### config.mk
export PLATFORM = sky130hd
export DESIGN_NAME = ssp_spi_top
export DESIGN_NICKNAME = d
export VERILOG_FILES = /design/src/hdl/ssp_pkg.sv /design/src/hdl/ssp_rate_if.sv /design/src/hdl/ssp_rate_gen.sv /design/src/hdl/ssp_spi_top.sv
export VERILOG_INCLUDE_DIRS = /design/src /design/src/hdl
export SDC_FILE = /design/constraint.sdc
export NUM_CORES = 1
export LEC_CHECK = 0
export ABC_AREA = 0
export CAP_MARGIN = 20
export CORE_AREA = 10 10 107 109
export CTS_BUF_LIST = sky130_fd_sc_hd__clkbuf_8 sky130_fd_sc_hd__clkbuf_16
export DETAILED_ROUTE_END_ITERATION = 8
export DIE_AREA = 0 0 117 119
export DONT_BUFFER_PORTS = 1
export GPL_TIMING_DRIVEN = 0
export PLACE_DENSITY = 0.5
export SLEW_MARGIN = 40
export SYNTH_ARGS = -nofsm -noshare
export SYNTH_HDL_FRONTEND = slang
export SYNTH_HIERARCHICAL = 1
export SYNTH_SLANG_ARGS = --single-unit
### constraint.sdc
create_clock -name clk -period 9.2 [get_ports clk]
set_clock_uncertainty 0.05 [all_clocks]
set_input_delay 0.92 -clock clk [delete_from_list [all_inputs] [get_ports clk]]
set_output_delay 0.92 -clock clk [all_outputs]
set_load 0.01 [all_outputs]
### src/hdl/ssp_cfg.svh
// Purpose: register map, field positions, reset values and rate counts
// Assumes: 32-bit apb data, one aligned word per register
// Notes:   definitions only
`ifndef SSP_CFG_SVH
`define SSP_CFG_SVH
`define SSP_ADDR_STAT  8'h00
`define SSP_ADDR_CON1  8'h04
`define SSP_ADDR_BUF   8'h08
`define SSP_STAT_SMP   7
`define SSP_STAT_CKE   6
`define SSP_STAT_BF    0
`define SSP_CON_WRITE_COLLISION   7
`define SSP_CON_OVF    6
`define SSP_CON_EN     5
`define SSP_CON_CKP    4
`define SSP_CON_RST    8'h00
`define SSP_STAT_RST   2'h0
`define SSP_HALF_DIV4  6'h02
`define SSP_HALF_DIV16 6'h08
`define SSP_HALF_DIV64 6'h20
`define SSP_EDGE_LAST  5'h10
`define SSP_EDGE_LATE  5'h11
`define SSP_BIT_LAST   3'h7
`endif

### src/hdl/ssp_pkg.sv
// Purpose: shared types of the serial port
// Assumes: constants live in ssp_cfg.svh
// Notes:   mode codes are the 4-bit mode_select_field values
package ssp_pkg;
    typedef enum logic [3:0] {
        SSP_M_DIV4  = 4'h0,  // master, clk/4
        SSP_M_DIV16 = 4'h1,  // master, clk/16
        SSP_M_DIV64 = 4'h2,  // master, clk/64
        SSP_M_TIMER_TWO  = 4'h3,  // master, timer_two output/2
        SSP_S_SSEN  = 4'h4,  // slave, select honoured
        SSP_S_NOSS  = 4'h5   // slave, select ignored
    } ssp_mode_t;
    typedef enum logic [1:0] {
        SSP_R_DIV4  = 2'b00,
        SSP_R_DIV16 = 2'b01,
        SSP_R_DIV64 = 2'b10,
        SSP_R_TIMER_TWO  = 2'b11
    } ssp_rate_t;
    typedef enum logic {
        SSP_IDLE = 1'b0,     // master waiting for a buffer write
        SSP_RUN  = 1'b1      // master clocking a byte
    } ssp_state_t;
endpackage

### src/hdl/ssp_rate_if.sv
// Purpose: link between the port core and its bit-rate divider
// Assumes: both ends on clk
// Notes:   tick is a one-cycle enable, one per half serial period
interface ssp_rate_if;
    logic               run;      // divider counting
    ssp_pkg::ssp_rate_t rateSel;  // selected rate
    logic               t2Pulse;  // timer_two output pulse
    logic               tick;     // half-period enable
    modport gen  (input run, rateSel, t2Pulse, output tick);
    modport core (output run, rateSel, t2Pulse, input tick);
endinterface

### src/hdl/ssp_rate_gen.sv
// Purpose: half-period enable for the master serial clock
// Assumes: clk is the oscillator; timer_two pulses are on clk
// Notes:   counter restarts whenever the master is not running
module ssp_rate_gen #(
    parameter int CW = 6          // counter width
) (
    input wire logic clk,         // core clock
    input wire logic rst,         // sync reset, active high
    ssp_rate_if.gen  rif          // rate request and tick
);
`include "ssp_cfg.svh"
    logic [CW-1:0] cnt_reg;       // cycles since last tick
    logic [CW-1:0] halfCnt;       // cycles per half period
    logic          cntHit;        // divider reached its count

    // half period per rate: full period is 4, 16 or 64 clocks
    always_comb begin
        unique case (rif.rateSel)
            ssp_pkg::SSP_R_DIV4:  halfCnt = CW'(`SSP_HALF_DIV4);
            ssp_pkg::SSP_R_DIV16: halfCnt = CW'(`SSP_HALF_DIV16);
            ssp_pkg::SSP_R_DIV64: halfCnt = CW'(`SSP_HALF_DIV64);
            ssp_pkg::SSP_R_TIMER_TWO:  halfCnt = CW'(`SSP_HALF_DIV4);
        endcase
    end

    assign cntHit = (cnt_reg == halfCnt - CW'(1));

    // each timer_two pulse toggles the clock, two pulses a period
    assign rif.tick = rif.run && ((rif.rateSel == ssp_pkg::SSP_R_TIMER_TWO)
                      ? rif.t2Pulse : cntHit);

    // free count while running, cleared on each tick
    always_ff @(posedge clk) begin
        if (rst || !rif.run || rif.tick) begin
            cnt_reg <= '0;
        end else begin
            cnt_reg <= cnt_reg + CW'(1);
        end
    end
endmodule

### src/hdl/ssp_spi_top.sv
// Purpose: byte serial port in spi mode, master or slave, apb registers
// Assumes: clk is the oscillator; pins are synchronised here
// Notes:   zero-wait apb slave; serial clock pin sampled, not a clock
// Functional notes
// - full byte moves to buffer, flags set
// - buffer write loads buffer and shifter
// - master sample at middle or end
// - clock edge bit picks output edge
// - buffer_full set on byte, cleared on read
// - write during shifting dropped, collision flagged
// - slave overflow keeps old byte, flags
// - enable hands pins to port
// - clock_idle_level sets serial clock idle
// - codes 0101 and 0100 select slave
// - codes 0000 to 0011 select master rate
// - shifting is most significant bit first
// - status upper two bits writable only
// - shifter reached only through the buffer
// - data-in direction automatic, others software; here the port sets the clock and data-out enables itself
// - shift one edge, latch opposite edge
// - master starts on buffer write
// - port reset clears count, releases data-out
//
// Design decisions made here: the register offsets and the APB register port.
module ssp_spi_top (
    input  wire logic        clk,           // core clock, 50 MHz
    input  wire logic        rst,           // sync reset, active high
    input  wire logic        psel,          // apb select
    input  wire logic        penable,       // apb access phase
    input  wire logic        pwrite,        // apb direction
    input  wire logic [7:0]  paddr,         // apb byte address
    input  wire logic [31:0] pwdata,        // apb write data
    output logic      [31:0] prdata,        // apb read data
    output logic             pready,        // apb ready
    output logic             pslverr,       // apb unmapped address
    input  wire logic        sckIn,         // serial clock pin level
    output logic             sckOut,        // serial clock drive
    output logic             sckOe,         // serial clock enable
    output logic             sdoOut,        // data-out drive
    output logic             sdoOe,         // data-out enable
    input  wire logic        sdiIn,         // data-in pin level
    input  wire logic        ssInN,         // slave select, low active
    input  wire logic        timerTwoPulse, // timer_two output pulse
    output logic             portIrqFlag,   // one-cycle byte event
    output logic             portPinsOwned  // pins given to port
);
`include "ssp_cfg.svh"
    ssp_rate_if rif ();                     // divider link

    // synchronisers: stage 0 is read only by stage 1
    logic [1:0] sckSy_reg;                  // serial clock pin
    logic [1:0] sdiSy_reg;                  // data-in pin
    logic [1:0] ssSy_reg;                   // slave select pin
    logic       sckPrev_reg;                // last synced clock
    logic       sckS;                       // synced clock level
    logic       sdiS;                       // synced data-in
    logic       ssS;                        // synced select, high idle

    // software-visible state
    logic       write_collision_reg;                   // write_collision
    logic       ovf_reg;                    // receive_overflow
    logic       en_reg;                     // port_enable
    logic       ckp_reg;                    // clock_idle_level
    logic [3:0] mode_reg;                   // mode_select_field
    logic       smp_reg;                    // sample_phase
    logic       cke_reg;                    // output edge select
    logic       bufFull_reg;                // buffer_full
    logic [7:0] hold_reg;                   // rx_tx_holding_reg

    // shifter, hidden from software, split into its two halves
    logic [7:0] txSh_reg;                   // outgoing bits
    logic [7:0] rxSh_reg;                   // incoming bits
    logic       txBit_reg;                  // bit on data-out
    logic [7:0] rxByte;                     // byte as completed

    // sequencing
    ssp_pkg::ssp_state_t state_reg;         // master state
    logic [4:0] edgeCnt_reg;                // master edges so far
    logic [4:0] nEdge;                      // edge number of a tick
    logic [2:0] bitCnt_reg;                 // slave bits latched
    logic       sckOut_reg;                 // master clock level
    logic       irq_reg;                    // port_irq_flag pulse
    logic [31:0] prdata_reg;                // read data
    logic       pslverr_reg;                // error answer

    // decoded controls
    logic isMaster, isSlave, ssCtl, ssHigh, isRun;
    logic apbWr, apbRd, statWr, conWr, bufWr, bufRd;
    logic busy, loadOk, collide;
    logic lead, trail, mOut, mIn, mTx, mSample, mTick, mDone;
    logic sckEdge, sLead, sTrail, sOut, sIn, sDone, sActive;
    logic rxShift, rxDone;

    // true for the three word addresses of the map
    function automatic logic mapped(input logic [7:0] a);
        return (a == `SSP_ADDR_STAT) || (a == `SSP_ADDR_CON1) ||
               (a == `SSP_ADDR_BUF);
    endfunction

    // pins come from another domain, two flops before use
    always_ff @(posedge clk) begin
        if (rst) begin
            sckSy_reg   <= 2'h0;
            sdiSy_reg   <= 2'h0;
            ssSy_reg    <= 2'h3;
            sckPrev_reg <= 1'h0;
        end else begin
            sckSy_reg   <= {sckSy_reg[0], sckIn};
            sdiSy_reg   <= {sdiSy_reg[0], sdiIn};
            ssSy_reg    <= {ssSy_reg[0], ssInN};
            sckPrev_reg <= sckSy_reg[1];
        end
    end
    assign sckS = sckSy_reg[1];
    assign sdiS = sdiSy_reg[1];
    assign ssS  = ssSy_reg[1];

    // mode decode; unlisted codes run neither side
    assign isMaster = (mode_reg[3:2] == 2'b00);
    assign isSlave  = (mode_reg == ssp_pkg::SSP_S_SSEN) ||
                      (mode_reg == ssp_pkg::SSP_S_NOSS);
    assign ssCtl    = (mode_reg == ssp_pkg::SSP_S_SSEN);
    assign ssHigh   = ssCtl && ssS;
    assign isRun    = (state_reg == ssp_pkg::SSP_RUN);

    // apb decode, effects land at the access edge
    assign apbWr  = psel && penable && pwrite;
    assign apbRd  = psel && penable && !pwrite;
    assign statWr = apbWr && (paddr == `SSP_ADDR_STAT);
    assign conWr  = apbWr && (paddr == `SSP_ADDR_CON1);
    assign bufWr  = apbWr && (paddr == `SSP_ADDR_BUF);
    assign bufRd  = apbRd && (paddr == `SSP_ADDR_BUF);

    // a byte on the wire makes the buffer unwritable
    assign busy    = isRun || (isSlave && (bitCnt_reg != 3'h0));
    assign loadOk  = bufWr && en_reg && !busy;
    assign collide = bufWr && busy;

    // divider request
    assign rif.run     = isRun;
    assign rif.rateSel = ssp_pkg::ssp_rate_t'(mode_reg[1:0]);
    assign rif.t2Pulse = timerTwoPulse;

    ssp_rate_gen #(.CW(6)) u_rate (
        .clk (clk),
        .rst (rst),
        .rif (rif)
    );

    // master edges: odd numbers leave idle, even return to it
    assign mTick   = isRun && rif.tick;
    assign nEdge   = edgeCnt_reg + 5'h01;
    assign lead    = nEdge[0] && (nEdge < `SSP_EDGE_LAST);
    assign trail   = !nEdge[0] && (nEdge <= `SSP_EDGE_LAST);
    assign mOut    = cke_reg ? trail : lead;
    assign mIn     = cke_reg ? lead : trail;
    assign mTx     = mOut && (nEdge < `SSP_EDGE_LAST);
    // late sampling waits for the next output edge; with
    // leading-edge output the last bit needs one extra half period
    assign mSample = smp_reg ? ((cke_reg && trail) ||
                     (!cke_reg && ((lead && nEdge > 5'h02) ||
                     nEdge == `SSP_EDGE_LATE))) : mIn;
    assign mDone   = mTick && (nEdge == ((smp_reg && !cke_reg)
                     ? `SSP_EDGE_LATE : `SSP_EDGE_LAST));

    // slave edges seen on the synced pin against the idle level
    assign sActive = en_reg && isSlave && !ssHigh;
    assign sckEdge = sActive && (sckS != sckPrev_reg);
    assign sLead   = sckEdge && (sckPrev_reg == ckp_reg);
    assign sTrail  = sckEdge && (sckS == ckp_reg);
    assign sOut    = cke_reg ? sTrail : sLead;
    assign sIn     = cke_reg ? sLead : sTrail;
    assign sDone   = sIn && (bitCnt_reg == `SSP_BIT_LAST);

    assign rxShift = (mTick && mSample) || sIn;
    assign rxDone  = mDone || sDone;
    assign rxByte  = rxShift ? {rxSh_reg[6:0], sdiS} : rxSh_reg;

    // master sequencer, started by the buffer write
    always_ff @(posedge clk) begin
        if (rst || !en_reg) begin
            state_reg   <= ssp_pkg::SSP_IDLE;
            edgeCnt_reg <= 5'h00;
        end else begin
            unique case (state_reg)
                ssp_pkg::SSP_IDLE: begin
                    edgeCnt_reg <= 5'h00;
                    if (loadOk && isMaster) begin
                        state_reg <= ssp_pkg::SSP_RUN;
                    end
                end
                ssp_pkg::SSP_RUN: begin
                    if (mDone) begin
                        state_reg <= ssp_pkg::SSP_IDLE;
                    end else if (rif.tick) begin
                        edgeCnt_reg <= nEdge;
                    end
                end
            endcase
        end
    end

    // master clock level: idle level until an edge is due
    always_ff @(posedge clk) begin
        if (rst) begin
            sckOut_reg <= 1'h0;
        end else if (!isRun) begin
            sckOut_reg <= ckp_reg;
        end else if (rif.tick && (lead || trail)) begin
            sckOut_reg <= !sckOut_reg;
        end
    end

    // slave bit count, cleared whenever the port resets
    always_ff @(posedge clk) begin
        if (rst || !en_reg || !isSlave || ssHigh) begin
            bitCnt_reg <= 3'h0;
        end else if (sIn) begin
            bitCnt_reg <= bitCnt_reg + 3'h1;
        end
    end

    // transmit half: loaded from the buffer write only
    always_ff @(posedge clk) begin
        if (rst) begin
            txSh_reg  <= 8'h00;
            txBit_reg <= 1'h0;
        end else if (loadOk) begin
            // early output edge: first bit shows before any clock
            txBit_reg <= pwdata[7];
            txSh_reg  <= cke_reg ? {pwdata[6:0], 1'b0}
                                 : pwdata[7:0];
        end else if ((mTick && mTx) || sOut) begin
            txBit_reg <= txSh_reg[7];
            txSh_reg  <= {txSh_reg[6:0], 1'b0};
        end
    end

    // receive half, msb arrives first
    always_ff @(posedge clk) begin
        if (rst || loadOk) begin
            rxSh_reg <= 8'h00;
        end else if (rxShift) begin
            rxSh_reg <= rxByte;
        end
    end

    // holding register: byte in from the wire or from software
    always_ff @(posedge clk) begin
        if (rst) begin
            hold_reg <= 8'h00;
        end else if (loadOk) begin
            hold_reg <= pwdata[7:0];
        end else if (mDone || (sDone && !bufFull_reg)) begin
            hold_reg <= rxByte;
        end
    end

    // buffer_full: a new byte wins over a read in the same cycle
    always_ff @(posedge clk) begin
        if (rst) begin
            bufFull_reg <= 1'h0;
        end else if (rxDone) begin
            bufFull_reg <= 1'h1;
        end else if (bufRd) begin
            bufFull_reg <= 1'h0;
        end
    end

    // byte event pulse, also raised on an overflowed byte
    always_ff @(posedge clk) begin
        if (rst) begin
            irq_reg <= 1'h0;
        end else begin
            irq_reg <= rxDone;
        end
    end

    // control register; hardware sets of the flags beat writes
    always_ff @(posedge clk) begin
        if (rst) begin
            {write_collision_reg, ovf_reg, en_reg, ckp_reg, mode_reg} <= `SSP_CON_RST;
        end else begin
            if (conWr) begin
                en_reg   <= pwdata[`SSP_CON_EN];
                ckp_reg  <= pwdata[`SSP_CON_CKP];
                mode_reg <= pwdata[3:0];
            end
            if (collide) begin
                write_collision_reg <= 1'h1;
            end else if (conWr) begin
                write_collision_reg <= pwdata[`SSP_CON_WRITE_COLLISION];
            end
            // only a slave can overrun; a master byte is always asked for
            if (sDone && bufFull_reg) begin
                ovf_reg <= 1'h1;
            end else if (conWr) begin
                ovf_reg <= pwdata[`SSP_CON_OVF];
            end
        end
    end

    // status register: only the two phase bits take writes
    always_ff @(posedge clk) begin
        if (rst) begin
            {smp_reg, cke_reg} <= `SSP_STAT_RST;
        end else if (statWr) begin
            smp_reg <= pwdata[`SSP_STAT_SMP];
            cke_reg <= pwdata[`SSP_STAT_CKE];
        end
    end

    // read data captured in the setup phase, zero-wait answer
    always_ff @(posedge clk) begin
        if (rst) begin
            prdata_reg  <= 32'h0000_0000;
            pslverr_reg <= 1'h0;
        end else if (psel && !penable) begin
            pslverr_reg <= !mapped(paddr);
            unique case (paddr)
                `SSP_ADDR_STAT: prdata_reg <= {24'h000000, smp_reg,
                    cke_reg, 5'h00, bufFull_reg};
                `SSP_ADDR_CON1: prdata_reg <= {24'h000000, write_collision_reg,
                    ovf_reg, en_reg, ckp_reg, mode_reg};
                // the shifter has no address of its own
                `SSP_ADDR_BUF:  prdata_reg <= {24'h000000, hold_reg};
                default:        prdata_reg <= 32'h0000_0000;
            endcase
        end
    end

    assign prdata  = prdata_reg;
    assign pready  = 1'b1;
    assign pslverr = pslverr_reg;

    // pins: clock driven by a master only; data-in never driven
    assign portPinsOwned = en_reg;
    assign sckOut = sckOut_reg;
    assign sckOe  = en_reg && isMaster;
    assign sdoOut = txBit_reg;
    // a deselected slave floats data-out even mid byte
    assign sdoOe  = en_reg && (isMaster || (isSlave && !ssHigh));
    assign portIrqFlag = irq_reg;
endmodule

==> summary.txt <==
Status
  – Outcome: complete, no violations

Synthesis
  – Syn. warnings: 6
  – Largest family of logic cells by synthesized area: simple AND/OR/NAND/NOR gates
  – Avg Inst Size Synth: 8.73 µm²
  – Post-Syn Area: approximately 0.0037 mm²
  – Post-synthesis simple-gate area fraction: between 20% and 30%
  – Mux share of post-synthesis cell area: 10.9%
  – Synth cell types: a little under 60
  – Post-synthesis async set-or-reset flop share: 0%
  – Post-Synth XOR/XNOR Area: roughly 2.4%
  – Synth Area in Compound Gates: 13.3%
  – Top_reg_cell synth: dfxtp_1
  – Sequential area share after synthesis: a little under two fifths
  – Adder-Cell Fraction of Synth Area: about 3.1%
  – Syn Inst Count: between 400 and 500
  – Synth Register Bits: 69
  – Post-synth EDFFs: 0

Timing
  – RSZ-0062 raised after global routing: no
  – Slew Viols, Final: 0
  – Worst hold margin: roughly 370 ps
  – Post-route setup TNS: 0 ps
  – Worst rel slew slack: 51.1%
  – Final period utilization: 37.5%
  – Final-report setup violation count: 0
  – Highest clock rate: roughly 0.29 GHz
  – Tmin final: 3450 ps
  – Final hold vios: 0
  – Worst Max-Slew Pin Slew: just over 700 ps
  – Fin worst setup slack: approximately 5800 ps

Layout
  – Post-layout util: 43.3%
  – Syn-to-layout area delta: 11.9%
  – Nets: just over 500
  – # diodes: 0
  – Fill count: 979
  – Layout cell share with drive strength beyond 1: between 15 and 20%

Critical path
  – Critical Path Max Stage Delay: between 600 and 700 ps
  – CP bufs+invs: 1
  – RR Startpoint: mode_reg[1]
  – Critical Path End Type: flip-flop
  – Cell count of the worst reg-to-reg path: 12
  – CP required: about 9400 ps
  – CP delay by family, top: simple AND/OR/NAND/NOR gates
  – Critical-path top delay cell: a21boi_0
  – Kind of critical path: flip-flop to flip-flop
  – Setup slack, reg-to-reg: approximately 5800 ps
  – CP Max Fanout: 8
  – Startpoint types: flip-flop
  – CP cell instances: ha_1 > xor2_1 > mux2i_1 > nand3_1 > a21boi_0 > nand2_1 > or3_1 > or2_1 > buf_4 > and3_4 > a22oi_1 > nor2_1
  – Worst EP arrival: ~3600 ps
  – Reg2reg end: edgeCnt_reg[4]

Detailed routing
  – ANT nets after route: 0
  – Drt pass-1 iters: 4
  – Total number of vias: about 2.8k
  – Remaining design rule violation count: 0
  – WL/cell: about 16 µm
  – Initial DRC count: 177
  – Vias per inst: between 4 and 5
  – Routed wire length: 8.99 mm

Placed design
  – Detailed Place HPWL: a little under 7 mm
  – GPL Wtd Cong: between 0.8 and 0.9
  – Pre-CTS setup slack: 5720 ps
  – Port bufs: 0

Clock network
  – CTS clk-pin slew, worst paths: 80 ps
  – Root Buffer: clkbuf_8
  – CTS sink count: 69
  – CTS buffer count: 9
  – Maximum buffer depth of the clock tree: 2
  – CTS tree: built
  – Hold Buf Count CTS: 0
  – Skew-Pair Late Insertion Delay: 350 ps
  – PostCTS Resize Cnt: 0
  – H-tree lvl count: 3
  – Post-CTS Setup Bufs: 0

Flow run
  – Max Cap Viol: 0

Min path
  – Hold Path End: ssSy_reg[1]
  – Hold WC Path Type: flip-flop to flip-flop
  – Hold Path Origin: ssSy_reg[0]
  – Worst Hold Depth: 1

Global routing
  – First-pass GRT wire length: 14.3 mm
  – Largest net degree at the start of global routing: 14
  – Tot GR Track Use: between 10% and 20%
  – Global route total overflow: 0
  – Initial antenna violation count: 0
  – Vias in the first global route: ~2.6k

Floorplanning
  – Core footprint: 0.00946 mm²
  – Rows: 36
  – Total I/O pin count: 89
  – Die outline width: between 100 and 150 µm
  – Die area: 0.0139 mm²
  – Starting density of the core: 38.7%
  – Die Span Y: between 100 and 150 µm

Pwr
  – P per Cell Area: between 100 and 150 mW/mm²
  – Leak: around 1.5 nW
  – VDD IR max: 0.0601 mV
-- synthesized netlist by cell type, types with 4 or more instances --
master	count	area, µm²
nor2b_1	12	75.1
o21ai_0	14	70.1
ha_1	9	113
and3_1	7	43.8
nor3_1	13	65.1
xnor2_1	6	52.6
o22ai_1	9	56.3
buf_2	5	25.0
a22oi_1	10	75.1
inv_1	14	52.6
clkbuf_1	7	26.3
nand3_1	6	30.0
nand2_1	33	124
nand2b_1	7	43.8
or3_1	5	31.3
a21oi_1	20	100
nor2_1	46	173
mux2i_1	40	400
dfxtp_1	69	1380
nor2_2	5	31.3
buf_4	28	210
xor2_1	4	35.0
-- worst max path at each step --
stage	slack [ps]	depth (start not counted)	end	start
floorplan	6240	13	edgeCnt_reg[4]	mode_reg[0]
global placement	5740	13	edgeCnt_reg[0]	mode_reg[0]
detailed placement	5720	13	edgeCnt_reg[4]	mode_reg[0]
CTS	5720	13	edgeCnt_reg[4]	mode_reg[0]
global route	5370	13	edgeCnt_reg[0]	mode_reg[0]
finish	5750	12	edgeCnt_reg[4]	mode_reg[1]
-- kinds of logic (layout without fill, tap and decap cells) --
| group | Yosys count | in the layout |
|---|---|---|
| adders and majority gates | 9 | 9 |
| xor gates and xnor gates | 10 | 10 |
| other | 2 | 25 |
| muxes | 40 | 40 |
| DFF | 69 | 69 |
| AOI/OAI and AO/OA | 72 | 72 |
| and+or+nand+nor | 158 | 158 |
| buffers and inverters | 59 | 75 |
-- per-layer routing --
| layer | routed length (µm) | GRT usage (%) |
|---|---|---|
| met1 | 4260 | 17.2 |
| met2 | 3880 | 19.0 |
| met5 | 0 | 0 |
| met4 | 108 | 4.56 |
| met3 | 746 | 4.17 |
-- worst reg2reg max path: stages (launching register included) --
cell and delay [ps]:
dfxtp_1 480, ha_1 270, xor2_1 190, mux2i_1 290, nand3_1 120, a21boi_0 610
nand2_1 190, or3_1 380, or2_1 210, buf_4 160, and3_4 190, a22oi_1 150
nor2_1 50
-- final cells by class --
type / count / area [µm²] / area share, %
multi-input cells: 314 / 1990 / 48.7
clock buffers: 10 / 138 / 3.36
well taps: 114 / 143 / 3.48
inverters: 14 / 52.6 / 1.28
flip-flops and latches: 69 / 1380 / 33.7
clock inverters: 6 / 70.1 / 1.71
plain buffers: 45 / 318 / 7.76
-- placed cells by master (no fill, tap or decap), drive strengths merged, types with 3 or more instances in the layout --
cell type	count
a21oi	20
a22oi	10
a31oi	3
and2	4
and3	8
buf	36
clkbuf	17
clkinvlp	3
conb	25
dfxtp	69
ha	9
inv	16
mux2i	40
nand2	33
nand2b	7
nand3	7
nand4	3
nor2	52
nor2b	13
nor3	13
o21ai	14
o22ai	9
or2	4
or3	5
xnor2	6
xor2	4
-- where the power goes --
part           internal (W)  switching, W
registers          0.000300   0.000000712
clock network      0.000134      0.000125
logic             0.0000118     0.0000156
-- stage by stage --
| stage | cells | total power [W] | cell area [µm²] |
|---|---|---|---|
| floorplan | 442 | 0.000331 | 3750 |
| CTS | 572 | 0.000594 | 4100 |
| global route | 572 | 0.000611 | 4100 |
| detailed placement | 556 | 0.000335 | 3890 |
| global placement | 556 | 0.000334 | 3890 |
| finish | 572 | 0.000588 | 4100 |
Power figures use the tool's default switching activity.
